## src/rtl/agr_pkg.sv

```systemverilog
// package: register map, field layout, reset values and timing of the converter config block
package agr_pkg;

   // ----------------------------------------------------------------
   // register byte addresses and reset values
   // ----------------------------------------------------------------
   localparam logic [7:0] AGR_ADDR_GAIN     = 8'h0C;  // index 03h
   localparam logic [7:0] AGR_ADDR_RATE     = 8'h10;  // index 04h
   localparam logic [7:0] AGR_ADDR_VREF     = 8'h14;  // index 05h
   localparam logic [7:0] AGR_ADDR_CTRL     = 8'h20;  // control and status
   localparam logic [7:0] AGR_RST_GAIN      = 8'h00;
   localparam logic [7:0] AGR_RST_RATE      = 8'h14;
   localparam logic [7:0] AGR_RST_VREF      = 8'h10;

   // ----------------------------------------------------------------
   // field positions
   // ----------------------------------------------------------------
   localparam int AGR_WAIT_LSB  = 5;   // start wait code 7:5
   localparam int AGR_MODE_LSB  = 3;   // amplifier mode 4:3
   localparam int AGR_GAIN_LSB  = 0;   // gain code 2:0
   localparam int AGR_CHOP_BIT  = 7;
   localparam int AGR_CLK_BIT   = 6;
   localparam int AGR_SHOT_BIT  = 5;
   localparam int AGR_FILT_BIT  = 4;
   localparam int AGR_RATE_LSB  = 0;   // output rate 3:0
   localparam int AGR_MON_LSB   = 6;
   localparam int AGR_NBUF_BIT  = 4;
   localparam int AGR_VSEL_LSB  = 2;
   localparam int AGR_ICFG_LSB  = 0;

   // ----------------------------------------------------------------
   // codes
   // ----------------------------------------------------------------
   localparam logic [1:0] AGR_AMP_BYPASS    = 2'h0;
   localparam logic [1:0] AGR_AMP_ON        = 2'h1;
   localparam logic [1:0] AGR_VSEL_RSVD     = 2'h3;
   localparam logic [3:0] AGR_RATE_RSVD     = 4'hF;
   localparam logic [2:0] AGR_WAIT_RSVD     = 3'h6;

   // ----------------------------------------------------------------
   // timing: one modulator period in system clocks
   // ----------------------------------------------------------------
   localparam int AGR_CLK_HZ        = 10_000_000;
   localparam int AGR_MOD_PERIOD_NS = 3906;   // modulator period, nominal
   localparam int AGR_MOD_CYC       =
      (AGR_MOD_PERIOD_NS * (AGR_CLK_HZ / 1_000_000) + 999) / 1000;
   localparam int AGR_CNT_W         = 16;

   // decoded configuration handed to the converter core
   typedef struct packed {
      logic       amp_enable;   // amplifier active
      logic [7:0] gain_factor;  // one-hot power of two
      logic       chop_en;
      logic       ext_clk_sel;
      logic       single_shot;
      logic       low_lat_filter;
      logic [3:0] output_rate_sel;
      logic [1:0] vr_monitor_cfg;
      logic       neg_vr_buffer_bypass;
      logic [1:0] vr_input_select;
      logic [1:0] internal_vr_config;
   } agr_cfg_s;

endpackage

```

## src/rtl/agr_config.sv

```systemverilog
// module: apb register block with start-wait timer for the converter configuration
//
// Our own choice: the APB register port.

// Operation
// - wait code 7:5 gives start wait in modulator periods
// - wait applies only to first conversion after a restarting write
// - mode 00 bypasses amplifier, 01 enables it, 10 and 11 reserved
// - gain code 2:0 gives gain as power of two
// - gain register at 03h, reset 00h
// - data rate bit 7 enables global chop, default off
// - data rate bit 6 selects external clock, default internal
// - data rate bit 5 selects single-shot, default continuous
// - data rate bit 4 selects low-latency filter, default, else sinc3
// - output rate code 3:0 sets samples per second, 1111 reserved
// - data rate register at 04h, reset 14h
// - reference register at 05h, reset 10h, four fields
// - reference select 00 pair0, 01 pair1, 10 internal, 11 reserved
module agr_config
   import agr_pkg::*;
(
   input  wire logic             clk,          // 10 MHz system clock
   input  wire logic             rst,          // async reset, active high
   input  wire logic             psel,         // apb select
   input  wire logic             penable,      // apb access phase
   input  wire logic             pwrite,       // apb direction
   input  wire logic [7:0]       paddr,        // apb byte address
   input  wire logic [31:0]      pwdata,       // apb write data
   output logic                  pready,       // apb ready
   output logic [31:0]           prdata,       // apb read data
   output logic                  pslverr,      // apb error
   output agr_pkg::agr_cfg_s     cfg,          // decoded configuration
   output logic                  conv_start,   // pulse: first conversion may start
   output logic                  wait_busy     // start wait running
);
   import agr_pkg::*;

   // ----------------------------------------------------------------
   // state
   // ----------------------------------------------------------------
   typedef enum logic [1:0] {
      AGR_IDLE = 2'b01,
      AGR_WAIT = 2'b10
   } agr_state_e;

   logic [7:0]            gain_reg;
   logic [7:0]            rate_reg;
   logic [7:0]            vref_reg;
   logic                  restart;       // write that resets the filter
   logic                  rsvd_seen;     // sticky: reserved code written
   agr_state_e            state;
   logic [AGR_CNT_W-1:0]  period_cnt;    // modulator periods left
   logic [AGR_CNT_W-1:0]  tick_cnt;      // clocks within one period
   logic [AGR_CNT_W-1:0]  next_wait;
   logic                  wr_en;
   logic                  rd_en;
   logic                  addr_ok;
   logic [31:0]           next_rdata;
   logic                  rsvd_wr;

   // ----------------------------------------------------------------
   // bus decode
   // ----------------------------------------------------------------
   // zero wait states: every access completes in its first access cycle
   assign wr_en   = psel && penable && pwrite && pready;
   assign rd_en   = psel && penable && !pwrite && pready;
   assign addr_ok = (paddr == AGR_ADDR_GAIN) || (paddr == AGR_ADDR_RATE) ||
                    (paddr == AGR_ADDR_VREF) || (paddr == AGR_ADDR_CTRL);

   // ready raised in setup, so the access phase lasts one cycle
   always_ff @(posedge clk or posedge rst) begin
      if (rst) begin
         pready <= 1'b0;
      end else begin
         pready <= psel && !penable;
      end
   end

   // error flag for unmapped addresses, meaningful with pready
   always_ff @(posedge clk or posedge rst) begin
      if (rst) begin
         pslverr <= 1'b0;
      end else begin
         pslverr <= psel && !penable && !addr_ok;
      end
   end

   // ----------------------------------------------------------------
   // configuration registers
   // ----------------------------------------------------------------
   // gain register storage
   always_ff @(posedge clk or posedge rst) begin
      if (rst) begin
         gain_reg <= AGR_RST_GAIN;
      end else if (wr_en && paddr == AGR_ADDR_GAIN) begin
         gain_reg <= pwdata[7:0];
      end
   end

   always_ff @(posedge clk or posedge rst) begin
      if (rst) begin
         rate_reg <= AGR_RST_RATE;
      end else if (wr_en && paddr == AGR_ADDR_RATE) begin
         rate_reg <= pwdata[7:0];
      end
   end

   // reference register storage, bit 5 kept as written
   always_ff @(posedge clk or posedge rst) begin
      if (rst) begin
         vref_reg <= AGR_RST_VREF;
      end else if (wr_en && paddr == AGR_ADDR_VREF) begin
         vref_reg <= pwdata[7:0];
      end
   end

   // reserved codes flagged, device does not defend against them
   always_comb begin
      rsvd_wr = 1'b0;
      if (wr_en && paddr == AGR_ADDR_GAIN) begin
         rsvd_wr = (pwdata[AGR_MODE_LSB+1] == 1'b1) ||
                   (pwdata[AGR_WAIT_LSB+:3] == AGR_WAIT_RSVD);
      end else if (wr_en && paddr == AGR_ADDR_RATE) begin
         rsvd_wr = (pwdata[AGR_RATE_LSB+:4] == AGR_RATE_RSVD);
      end else if (wr_en && paddr == AGR_ADDR_VREF) begin
         rsvd_wr = (pwdata[AGR_VSEL_LSB+:2] == AGR_VSEL_RSVD) ||
                   (pwdata[AGR_ICFG_LSB+:2] == 2'h3);
      end
   end

   // sticky flag, set wins over a clear in the same cycle
   always_ff @(posedge clk or posedge rst) begin
      if (rst) begin
         rsvd_seen <= 1'b0;
      end else if (rsvd_wr) begin
         rsvd_seen <= 1'b1;
      end else if (wr_en && paddr == AGR_ADDR_CTRL && pwdata[0]) begin
         rsvd_seen <= 1'b0;
      end
   end

   // ----------------------------------------------------------------
   // read path
   // ----------------------------------------------------------------
   always_comb begin
      next_rdata = 32'h0000_0000;
      case (paddr)
         AGR_ADDR_GAIN: next_rdata[7:0] = gain_reg;
         AGR_ADDR_RATE: next_rdata[7:0] = rate_reg;
         AGR_ADDR_VREF: next_rdata[7:0] = vref_reg;
         AGR_ADDR_CTRL: next_rdata[1:0] = {wait_busy, rsvd_seen};
         default:       next_rdata = 32'h0000_0000;
      endcase
   end

   // read data latched in setup so it stands through the access cycle
   always_ff @(posedge clk or posedge rst) begin
      if (rst) begin
         prdata <= 32'h0000_0000;
      end else if (psel && !penable && !pwrite) begin
         prdata <= next_rdata;
      end
   end

   // ----------------------------------------------------------------
   // decoded configuration outputs
   // ----------------------------------------------------------------
   // mode 01 powers the amplifier; bypass and reserved keep it off
   // gain one-hot from code; relies on gain 000 in bypass
   always_ff @(posedge clk or posedge rst) begin
      if (rst) begin
         cfg <= '0;
         cfg.low_lat_filter       <= AGR_RST_RATE[AGR_FILT_BIT];
         cfg.output_rate_sel      <= AGR_RST_RATE[AGR_RATE_LSB+:4];
         cfg.neg_vr_buffer_bypass <= AGR_RST_VREF[AGR_NBUF_BIT];
         cfg.gain_factor          <= 8'h01;
      end else begin
         cfg.amp_enable           <= gain_reg[AGR_MODE_LSB+:2] == AGR_AMP_ON;
         cfg.gain_factor          <= 8'h01 << gain_reg[AGR_GAIN_LSB+:3];
         cfg.chop_en              <= rate_reg[AGR_CHOP_BIT];
         cfg.ext_clk_sel          <= rate_reg[AGR_CLK_BIT];
         cfg.single_shot          <= rate_reg[AGR_SHOT_BIT];
         cfg.low_lat_filter       <= rate_reg[AGR_FILT_BIT];
         cfg.output_rate_sel      <= rate_reg[AGR_RATE_LSB+:4];
         cfg.vr_monitor_cfg       <= vref_reg[AGR_MON_LSB+:2];
         cfg.neg_vr_buffer_bypass <= vref_reg[AGR_NBUF_BIT];
         cfg.vr_input_select      <= vref_reg[AGR_VSEL_LSB+:2];
         cfg.internal_vr_config   <= vref_reg[AGR_ICFG_LSB+:2];
      end
   end

   // ----------------------------------------------------------------
   // start wait timer
   // ----------------------------------------------------------------
   // only a write that changes a stored value restarts the filter
   assign restart = wr_en && (
      (paddr == AGR_ADDR_GAIN && pwdata[7:0] != gain_reg) ||
      (paddr == AGR_ADDR_RATE && pwdata[7:0] != rate_reg) ||
      (paddr == AGR_ADDR_VREF && pwdata[7:0] != vref_reg));

   // wait length from the code in the new gain value, else from the code in gain_reg
   always_comb begin
      next_wait = 16'd14;
      case ((paddr == AGR_ADDR_GAIN) ? pwdata[7:5] : gain_reg[7:5])
         3'h0:    next_wait = 16'd14;
         3'h1:    next_wait = 16'd25;
         3'h2:    next_wait = 16'd64;
         3'h3:    next_wait = 16'd256;
         3'h4:    next_wait = 16'd1024;
         3'h5:    next_wait = 16'd2048;
         3'h7:    next_wait = 16'd1;
         default: next_wait = 16'd14;
      endcase
   end

   // counts modulator periods, a new restart reloads the wait
   always_ff @(posedge clk or posedge rst) begin
      if (rst) begin
         state      <= AGR_IDLE;
         period_cnt <= '0;
         tick_cnt   <= '0;
      end else if (restart) begin
         state      <= AGR_WAIT;
         period_cnt <= next_wait;
         tick_cnt   <= AGR_CNT_W'(AGR_MOD_CYC - 1);
      end else begin
         case (state)
            AGR_WAIT: begin
               if (tick_cnt != '0) begin
                  tick_cnt <= tick_cnt - 1'b1;
               end else if (period_cnt == 16'd1) begin
                  state      <= AGR_IDLE;
                  period_cnt <= '0;
               end else begin
                  period_cnt <= period_cnt - 1'b1;
                  tick_cnt   <= AGR_CNT_W'(AGR_MOD_CYC - 1);
               end
            end
            default: state <= AGR_IDLE;
         endcase
      end
   end

   // start pulse and busy level registered from the timer
   always_ff @(posedge clk or posedge rst) begin
      if (rst) begin
         conv_start <= 1'b0;
         wait_busy  <= 1'b0;
      end else begin
         conv_start <= !restart && state == AGR_WAIT && tick_cnt == '0 &&
                       period_cnt == 16'd1;
         wait_busy  <= restart || (state == AGR_WAIT && !(tick_cnt == '0 &&
                       period_cnt == 16'd1));
      end
   end
endmodule

```

## config.mk

```make
export PLATFORM = sky130hd
export DESIGN_NAME = agr_config
export DESIGN_NICKNAME = d
export VERILOG_FILES = /design/src/rtl/agr_pkg.sv /design/src/rtl/agr_config.sv
export SDC_FILE = /design/constraint.sdc
export NUM_CORES = 1
export LEC_CHECK = 0
export ABC_CLOCK_PERIOD_IN_PS = 3900
export BUFFER_PORTS_ARGS = -buffer_cell sky130_fd_sc_hd__buf_2
export CAP_MARGIN = 10
export CORE_UTILIZATION = 38
export CTS_CLUSTER_DIAMETER = 40
export CTS_CLUSTER_SIZE = 25
export DETAILED_ROUTE_END_ITERATION = 7
export GPL_ROUTABILITY_DRIVEN = 0
export GPL_TIMING_DRIVEN = 1
export MAX_ROUTING_LAYER = met4
export PLACE_DENSITY_LB_ADDON = 0.3
export SLEW_MARGIN = 25
export SYNTH_ARGS = -nofsm -noshare
export SYNTH_HDL_FRONTEND = slang
export SYNTH_SLANG_ARGS = --single-unit
```

## constraint.sdc

```tcl
create_clock -name clk -period 3.9 [get_ports clk]
set_clock_uncertainty 0.05 [all_clocks]
set_input_delay 0.39 -clock clk [delete_from_list [all_inputs] [get_ports clk]]
set_output_delay 0.39 -clock clk [all_outputs]
set_load 0.02 [all_outputs]
```

==> key figures, run 1 <==
Status
  • Status: finished clean

Setup path
  • Worst Setup Path Type: reg -> reg
  • Worst Reg2Reg Path Length in Cells: 7
  • Crit start category: flop
  • Worst-path maximum fanout: 56
  • Kind of end point of the critical path: flop
  • Req. time, crit path: between 4 and 5 ns
  • Worst path arrival time: between 3 and 4 ns
  • Reg-to-reg endpoint: tick_cnt[5]
  • R2R Path Start: vref_reg[2]
  • Slack of the worst reg-to-reg path: slightly above 0.9 ns

Power
  • Share of total power in the clock network: 0.448
  • Logic pwr share: 0.070
  • P_leak: 2.829 nW
  • Internal: 0.001621 W
  • Sequential power share: 0.482
  • PwrDens: ~360 nW/µm²
  • Psw: roughly 0.00049 W
  • Max VDD drop: 244.4 µV
  • Sw frac: 0.2305

Yosys
  • Seq/Total Area, Yosys: 0.4549
  • Top cell type's share of synthesized area: 0.4149
  • Warnings, synthesis: 0
  • Asr flop ratio synth: 1.000
  • Yosys top cell by area: dfrtp_1
  • Yosys cell types: 61
  • Cells after Synth: 534
  • Synthesized flop and latch total: 95
  • Main synth FF type: dfrtp_1
  • Mapped Area: 5248 µm²
  • Avg Cell Area, Syn: between 9 and 10 µm²
  • Top cells by area, synth: dfrtp_1 (41%), mux2i_1 (5.0%), xor2_1 (4.2%)
  • Post-synth EDFFs: 0

Route
  • Remaining antenna violation count: 0
  • DRT iter0 DRCs: 213
  • Total Wirelength: around 12000 µm
  • WL per Instance: 15.38 µm
  • Drt drc: 0
  • Vias per cell: between 5 and 6
  • DR vias: around 4000
  • First-pass detailed-route iteration total: 4

Clock tree
  • Clk buf depth: 2
  • Clock Sinks: between 90 and 100
  • Skew-Pair Late Insertion Delay: 0.34 ns
  • CTS tree: done
  • Total CTS buffers: 9
  • Root buf cell: clkbuf_16
  • Reg clk slew, reported paths: 0.06 ns
  • H-tree levels: 3
  • Hold-fix buffers, CTS: 0
  • Post_cts resized: 0
  • Postcts setup bufs: 0

Finish
  • Share of cells above drive strength 1: 0.2236
  • Max reg flops: 24
  • Area growth syn-to-layout: 12.54%
  • Footprint of the multi-input gates: about 2600 µm²
  • Nets@finish: about 620
  • Biggest registers after layout: cfg (24), period_cnt (16), tick_cnt (16)
  • Reg with most FFs: cfg
  • Antenna Cells: 0
  • Register area: around 2400 µm²
  • Fill cell count: about 1300
  • Finished Cell Area: 5906 µm²
  • Layout Utilization: 0.4424
  • Post-route insts no fill: approximately 750

Die
  • Die height: 119.5 µm
  • Die X: roughly 120 µm
  • Die area: between 10000 and 15000 µm²
  • # rows: between 40 and 50
  • Core area: roughly 13000 µm²
  • IO Count: around 110
  • Initial Util: 0.3931

GRT
  • First-pass GRT wire length: slightly below 20000 µm
  • Pin count of the biggest net entering global routing: between 80 and 90
  • Vias in the first global route: 3900
  • All-Layer GR Usage: 0.1775
  • Initial antenna violation count: 0
  • Total grt overflow: 0

Timing
  • Slew HR: 0.3842
  • RSZ-0062 raised after global routing: no
  • Post-route setup slack: slightly above 0.9 ns
  • Final setup viols: 0
  • Final hold vios: 0
  • Setup TNS: 0 ns
  • Worst-Margin Slew: 0.9203 ns
  • F_max: approximately 340 MHz
  • Max Slew Vio Count: 0
  • Post-route minimum period: 2.984 ns
  • Tcrit/Tclk final: 0.7651

Place
  • Worst slack, placed: around 0.73 ns
  • DP Cell Count: approximately 740
  • Post-place instance area: ~5600 µm²
  • Hpwl dp: 7804 µm
  • IO buf count: 56

Hold path
  • Min-Delay Path Class: in -> async

Job
  • Total of max-cap violations: 0
-- placed cells by master (no fill, tap or decap), types with 10 or more instances in the layout --
| cell type | n |
|---|---|
| dfrtp_1 | 87 |
| buf_2 | 56 |
| nand2_1 | 41 |
| nand3_1 | 33 |
| conb_1 | 24 |
| nor3_1 | 12 |
| xor2_1 | 25 |
| mux2_2 | 17 |
| nor2_1 | 37 |
| nand3b_1 | 17 |
| inv_1 | 12 |
| mux2i_1 | 26 |
| a21oi_1 | 30 |
| or3_1 | 10 |
| nor4_1 | 13 |
| nand4_1 | 11 |
-- routing by layer --
metal / track usage / routed length (µm) / up-vias
met5: - / 0 / -
met4: 0.08438 / 299 / 0
met3: 0.02852 / 366 / 20
met2: 0.2803 / 5630 / 87
met1: 0.2231 / 5285 / 1955
li1: - / - / 1921
-- cell families (layout without fill, tap and decap cells) --
logic type      Yosys count  count (layout)  share of synthesized area
fa+ha+maj                 4               4                   0.009538
xor+xnor                 26              26                    0.04340
other cells               1              24                  0.0007146
flops                    95              95                     0.4549
compound gates           72              72                    0.09728
buf+inv                  75              95                    0.07630
simple gates            218             218                     0.2318
mux                      43              43                    0.08607
-- metrics by stage --
| step | power [W] | hold WS [ns] |
|---|---|---|
| floorplan | 0.001154 | 0.3215 |
| global placement | 0.001180 | 0.3292 |
| detailed placement | 0.001183 | 0.3291 |
| CTS | 0.002133 | 0.2690 |
| global route | 0.002193 | 0.1731 |
| finish | 0.002106 | 0.1185 |
-- cell usage after synthesis, types with 2 or more instances --
| cell | count |
|---|---|
| a211oi_1 | 4 |
| nand4_1 | 11 |
| buf_4 | 25 |
| dfrtp_1 | 87 |
| or2_2 | 4 |
| and4_1 | 2 |
| buf_1 | 4 |
| nor2b_1 | 3 |
| or4_1 | 9 |
| nor4b_1 | 2 |
| a21oi_1 | 30 |
| mux2i_1 | 26 |
| nand3b_1 | 17 |
| xor2_1 | 25 |
| or3b_2 | 2 |
| a221oi_1 | 2 |
| clkbuf_1 | 23 |
| inv_1 | 13 |
| nand2_1 | 41 |
| nand3_1 | 33 |
| buf_2 | 8 |
| a2111oi_2 | 2 |
| nor3_1 | 12 |
| a31oi_1 | 4 |
| nand2b_1 | 3 |
| o21ai_0 | 9 |
| a2111oi_4 | 2 |
| nor2_1 | 37 |
| nor3b_1 | 7 |
| or3_1 | 10 |
| o211ai_1 | 6 |
| buf_6 | 2 |
| o31ai_1 | 3 |
| mux2_2 | 17 |
| ha_1 | 4 |
| dfstp_2 | 8 |
| nor4_1 | 13 |
-- layout make-up --
| cell class | instances | share of cell area |
|---|---|---|
| Multi-Input combinational cell | 387 | 0.4324 |
| Sequential cell | 95 | 0.4042 |
| Timing Repair Buffer | 66 | 0.06229 |
| Clock buffer | 10 | 0.04047 |
| Tap cell | 176 | 0.03729 |
| Clock inverter | 6 | 0.01419 |
| Inverter | 13 | 0.009110 |
-- power groups by stage --
stage / clock (W) / sequential (W) / combinational, W
detailed placement: 0 / 0.00103 / 0.000150
floorplan: 0 / 0.00105 / 0.000104
CTS: 0.000968 / 0.00101 / 0.000150
finish: 0.000943 / 0.00101 / 0.000148
global route: 0.00101 / 0.00102 / 0.000165
global placement: 0 / 0.00103 / 0.000147
-- how the worst max path moves through the flow --
| stage | slack [ns] | startpoint | end |
|---|---|---|---|
| 3_5_place_dp | 0.73 | paddr[1] | tick_cnt[9] |
| 6_report | 0.92 | vref_reg[2] | tick_cnt[5] |
| 5_1_grt | 0.67 | vref_reg[3] | tick_cnt[5] |
| 2_1_floorplan | 1.0 | rst | cfg[0] |
| 4_1_cts | 0.92 | vref_reg[3] | tick_cnt[5] |
| 3_3_place_gp | 0.79 | paddr[1] | tick_cnt[9] |
-- critical path: stages, from the launching register on --
cell,delay (ns)
dfrtp_1,0.43
xor2_1,0.18
nor4_1,0.48
a21oi_1,0.20
a211oi_4,0.79
buf_12,0.34
a21oi_1,0.12
mux2_2,0.27
(Power assumes the default switching activity.)
==> run 2: changes to the inputs <==
Settings changed: ABC_CLOCK_PERIOD_IN_PS 3900 to 2970.
Clock period 3.9 ns to 2.97 ns, I/O delays scaled along.
==> key figures, run 2 (same netlist as run 1, synthesis figures left out) <==
Die
  • Initial Util: 0.3931 (unchanged)
  • # rows: 42 (unchanged)
  • Die height: 119.5 µm (unchanged)
  • Die area: 14280 µm² (unchanged)
  • Die X: 119.5 µm (unchanged)
  • Core area: 13350 µm² (unchanged)
  • IO Count: 105 (unchanged)

Finish
  • Commonest non-fill, non-tap cells in the layout: dfrtp_1 (87), buf_2 (56), nand2_1 (41)
  • Antenna Cells: 0 (unchanged)
  • Nets@finish: 650 (+4.7%)
  • Fill cell count: 1273 (-2.0%)
  • Biggest registers after layout: cfg (24), period_cnt (16), tick_cnt (16)
  • Most common cell after layout, fill and taps aside: dfrtp_1
  • Area growth syn-to-layout: 17.79%
  • Reg with most FFs: cfg
  • Share of cells above drive strength 1: 0.2591 (+0.03551)
  • Max reg flops: 24 (unchanged)

Clock tree
  • Total CTS buffers: 9 (unchanged)
  • Skew-Pair Late Insertion Delay: 0.35 ns (about the same)
  • CTS tree: done
  • Root buf cell: clkbuf_16
  • Clock Sinks: 95 (unchanged)
  • H-tree levels: 3 (unchanged)
  • Clk buf depth: 2 (unchanged)
  • Reg clk slew, reported paths: 0.07 ns (about the same)

Power
  • P_leak: 2.993 nW (+5.8%)
  • Max VDD drop: 339.3 µV (+39%)
  • PwrDens: 478.3 nW/µm² (+34%)

Route
  • DR vias: 4084 (+2.5%)
  • DRT iter0 DRCs: 158 (-26%)
  • WL per Instance: 15.11 µm (-1.7%)
  • Total Wirelength: 11820 µm (+2.0%)
  • Remaining antenna violation count: 0 (unchanged)
  • First-pass detailed-route iteration total: 4 (unchanged)
  • Drt drc: 0 (unchanged)
  • Vias per cell: 5.223 (-1.3%)

GRT
  • Total grt overflow: 0 (unchanged)
  • Met2 Use GR: 0.2894 (+0.009032)
  • First-pass GRT wire length: 19600 µm (+0.81%)
  • Met1 Use GR: 0.2187 (-0.004444)
  • GR Util met3: 0.02519 (-0.003327)
  • All-Layer GR Usage: 0.1791 (+0.001557)
  • Busiest layer in global routing: met2
  • Initial antenna violation count: 0 (unchanged)
  • Vias in the first global route: 4029 (+3.3%)
  • Pin count of the biggest net entering global routing: 49 (-40%)

Setup path
  • Slowest-stage cell, CP: or4_1
  • Crit start category: flop
  • Kind of end point of the critical path: flop
  • Req. time, crit path: 3.19 ns (-0.89 ns)
  • CP top delay family: simple AND/OR/NAND/NOR gates
  • Worst path arrival time: 2.93 ns (-0.23 ns)
  • WP buf/inv: 0 (-1)
  • CP max stage delay: 0.69 ns (-0.10 ns)
  • Worst Setup Path Type: reg -> reg
  • Crit path cell chain: or4_1, nor4_4, nand3b_2, or3_1, a21oi_1
  • Worst-path maximum fanout: 14 (-75%)

Hold path
  • Min-Delay Path Class: in -> reg

Place
  • Hpwl dp: 8528 µm (+9.3%)
  • Worst slack, placed: 0.1311 ns (-0.5984 ns)
  • IO buf count: 56 (unchanged)

Timing
  • Final setup viols: 0 (unchanged)
  • Final hold vios: 0 (unchanged)
  • Max Slew Vio Count: 0 (unchanged)
  • Post-route setup slack: 0.2630 ns (-0.6530 ns)
  • RSZ-0062 raised after global routing: no
  • Setup TNS: 0 ns (unchanged)
  • Tcrit/Tclk final: 0.9114 (+0.1463)
  • Worst-Margin Slew: 0.9217 ns (+0.001361 ns)
  • Slew HR: 0.3833 (-0.0009100)
  • F_max: 369.4 MHz (+10%)
  • Post-route minimum period: 2.707 ns (-0.2770 ns)

Status
  • Status: finished clean

Job
  • Total of max-cap violations: 0 (unchanged)
[run 2: repair_timing]
action                                  CTS  global route
hold buffers                              1             0
resized for setup                         0             0
endpoints found under the setup margin    0             2
buffers inserted                          0             3
hold endpoints to repair                  9             0
[run 2: cell type report]
type	instances	area, µm²	area share
Timing Repair Buffer	95	600.6	0.09717
Clock buffer	9	225.2	0.03644
Tap cell	176	220.2	0.03563
Inverter	13	51.30	0.008300
Clock inverter	7	142.6	0.02308
Sequential cell	95	2387	0.3862
Multi-Input combinational cell	387	2554	0.4132
[run 2: tightest hold or removal path, cell delays in order]
cell,delay (ns)
buf_2,0.13
nand2_1,0.06
nand2_1,0.05
[run 2: metal layers]
layer	vias up	share of wire
li1	1991	-
met1	1984	0.45
met2	89	0.49
met3	20	0.032
met4	0	0.025
met5	-	0
[run 2: per-stage QoR]
| step | instance area (µm²) | total power (W) | util | hold WS (ns) | std cells |
|---|---|---|---|---|---|
| CTS | 6146 | 0.002992 | 0.4604 | 0.1274 | 779 |
| global route | 6181 | 0.003064 | 0.4631 | 0.1419 | 782 |
| floorplan | 5334 | 0.001516 | - | 0.3215 | 557 |
| global placement | 5768 | 0.001559 | 0.4321 | 0.3316 | 762 |
| finish | 6181 | 0.002956 | 0.4631 | 0.1380 | 782 |
| detailed placement | 5768 | 0.001563 | 0.4321 | 0.3303 | 762 |
[run 2: power by group]
group	switching, W	internal, W	leakage [nW]
sequential	0.0000141	0.00132	1.24
clock	0.000506	0.000912	0.180
combinational	0.000145	0.0000610	1.57
[run 2: final timing paths]
path	start	end	slack, ns	depth (start not counted)
max in group asynchronous	rst	cfg[15]	1.54	4
hold / removal	pwdata[4]	vref_reg[4]	0.14	3
setup reg to reg	tick_cnt[6]	period_cnt[7]	0.26	5
setup / recovery	tick_cnt[6]	period_cnt[7]	0.26	5
min in group asynchronous	rst	tick_cnt[5]	0.52	3
hold reg to reg	rate_reg[4]	cfg[11]	0.34	0
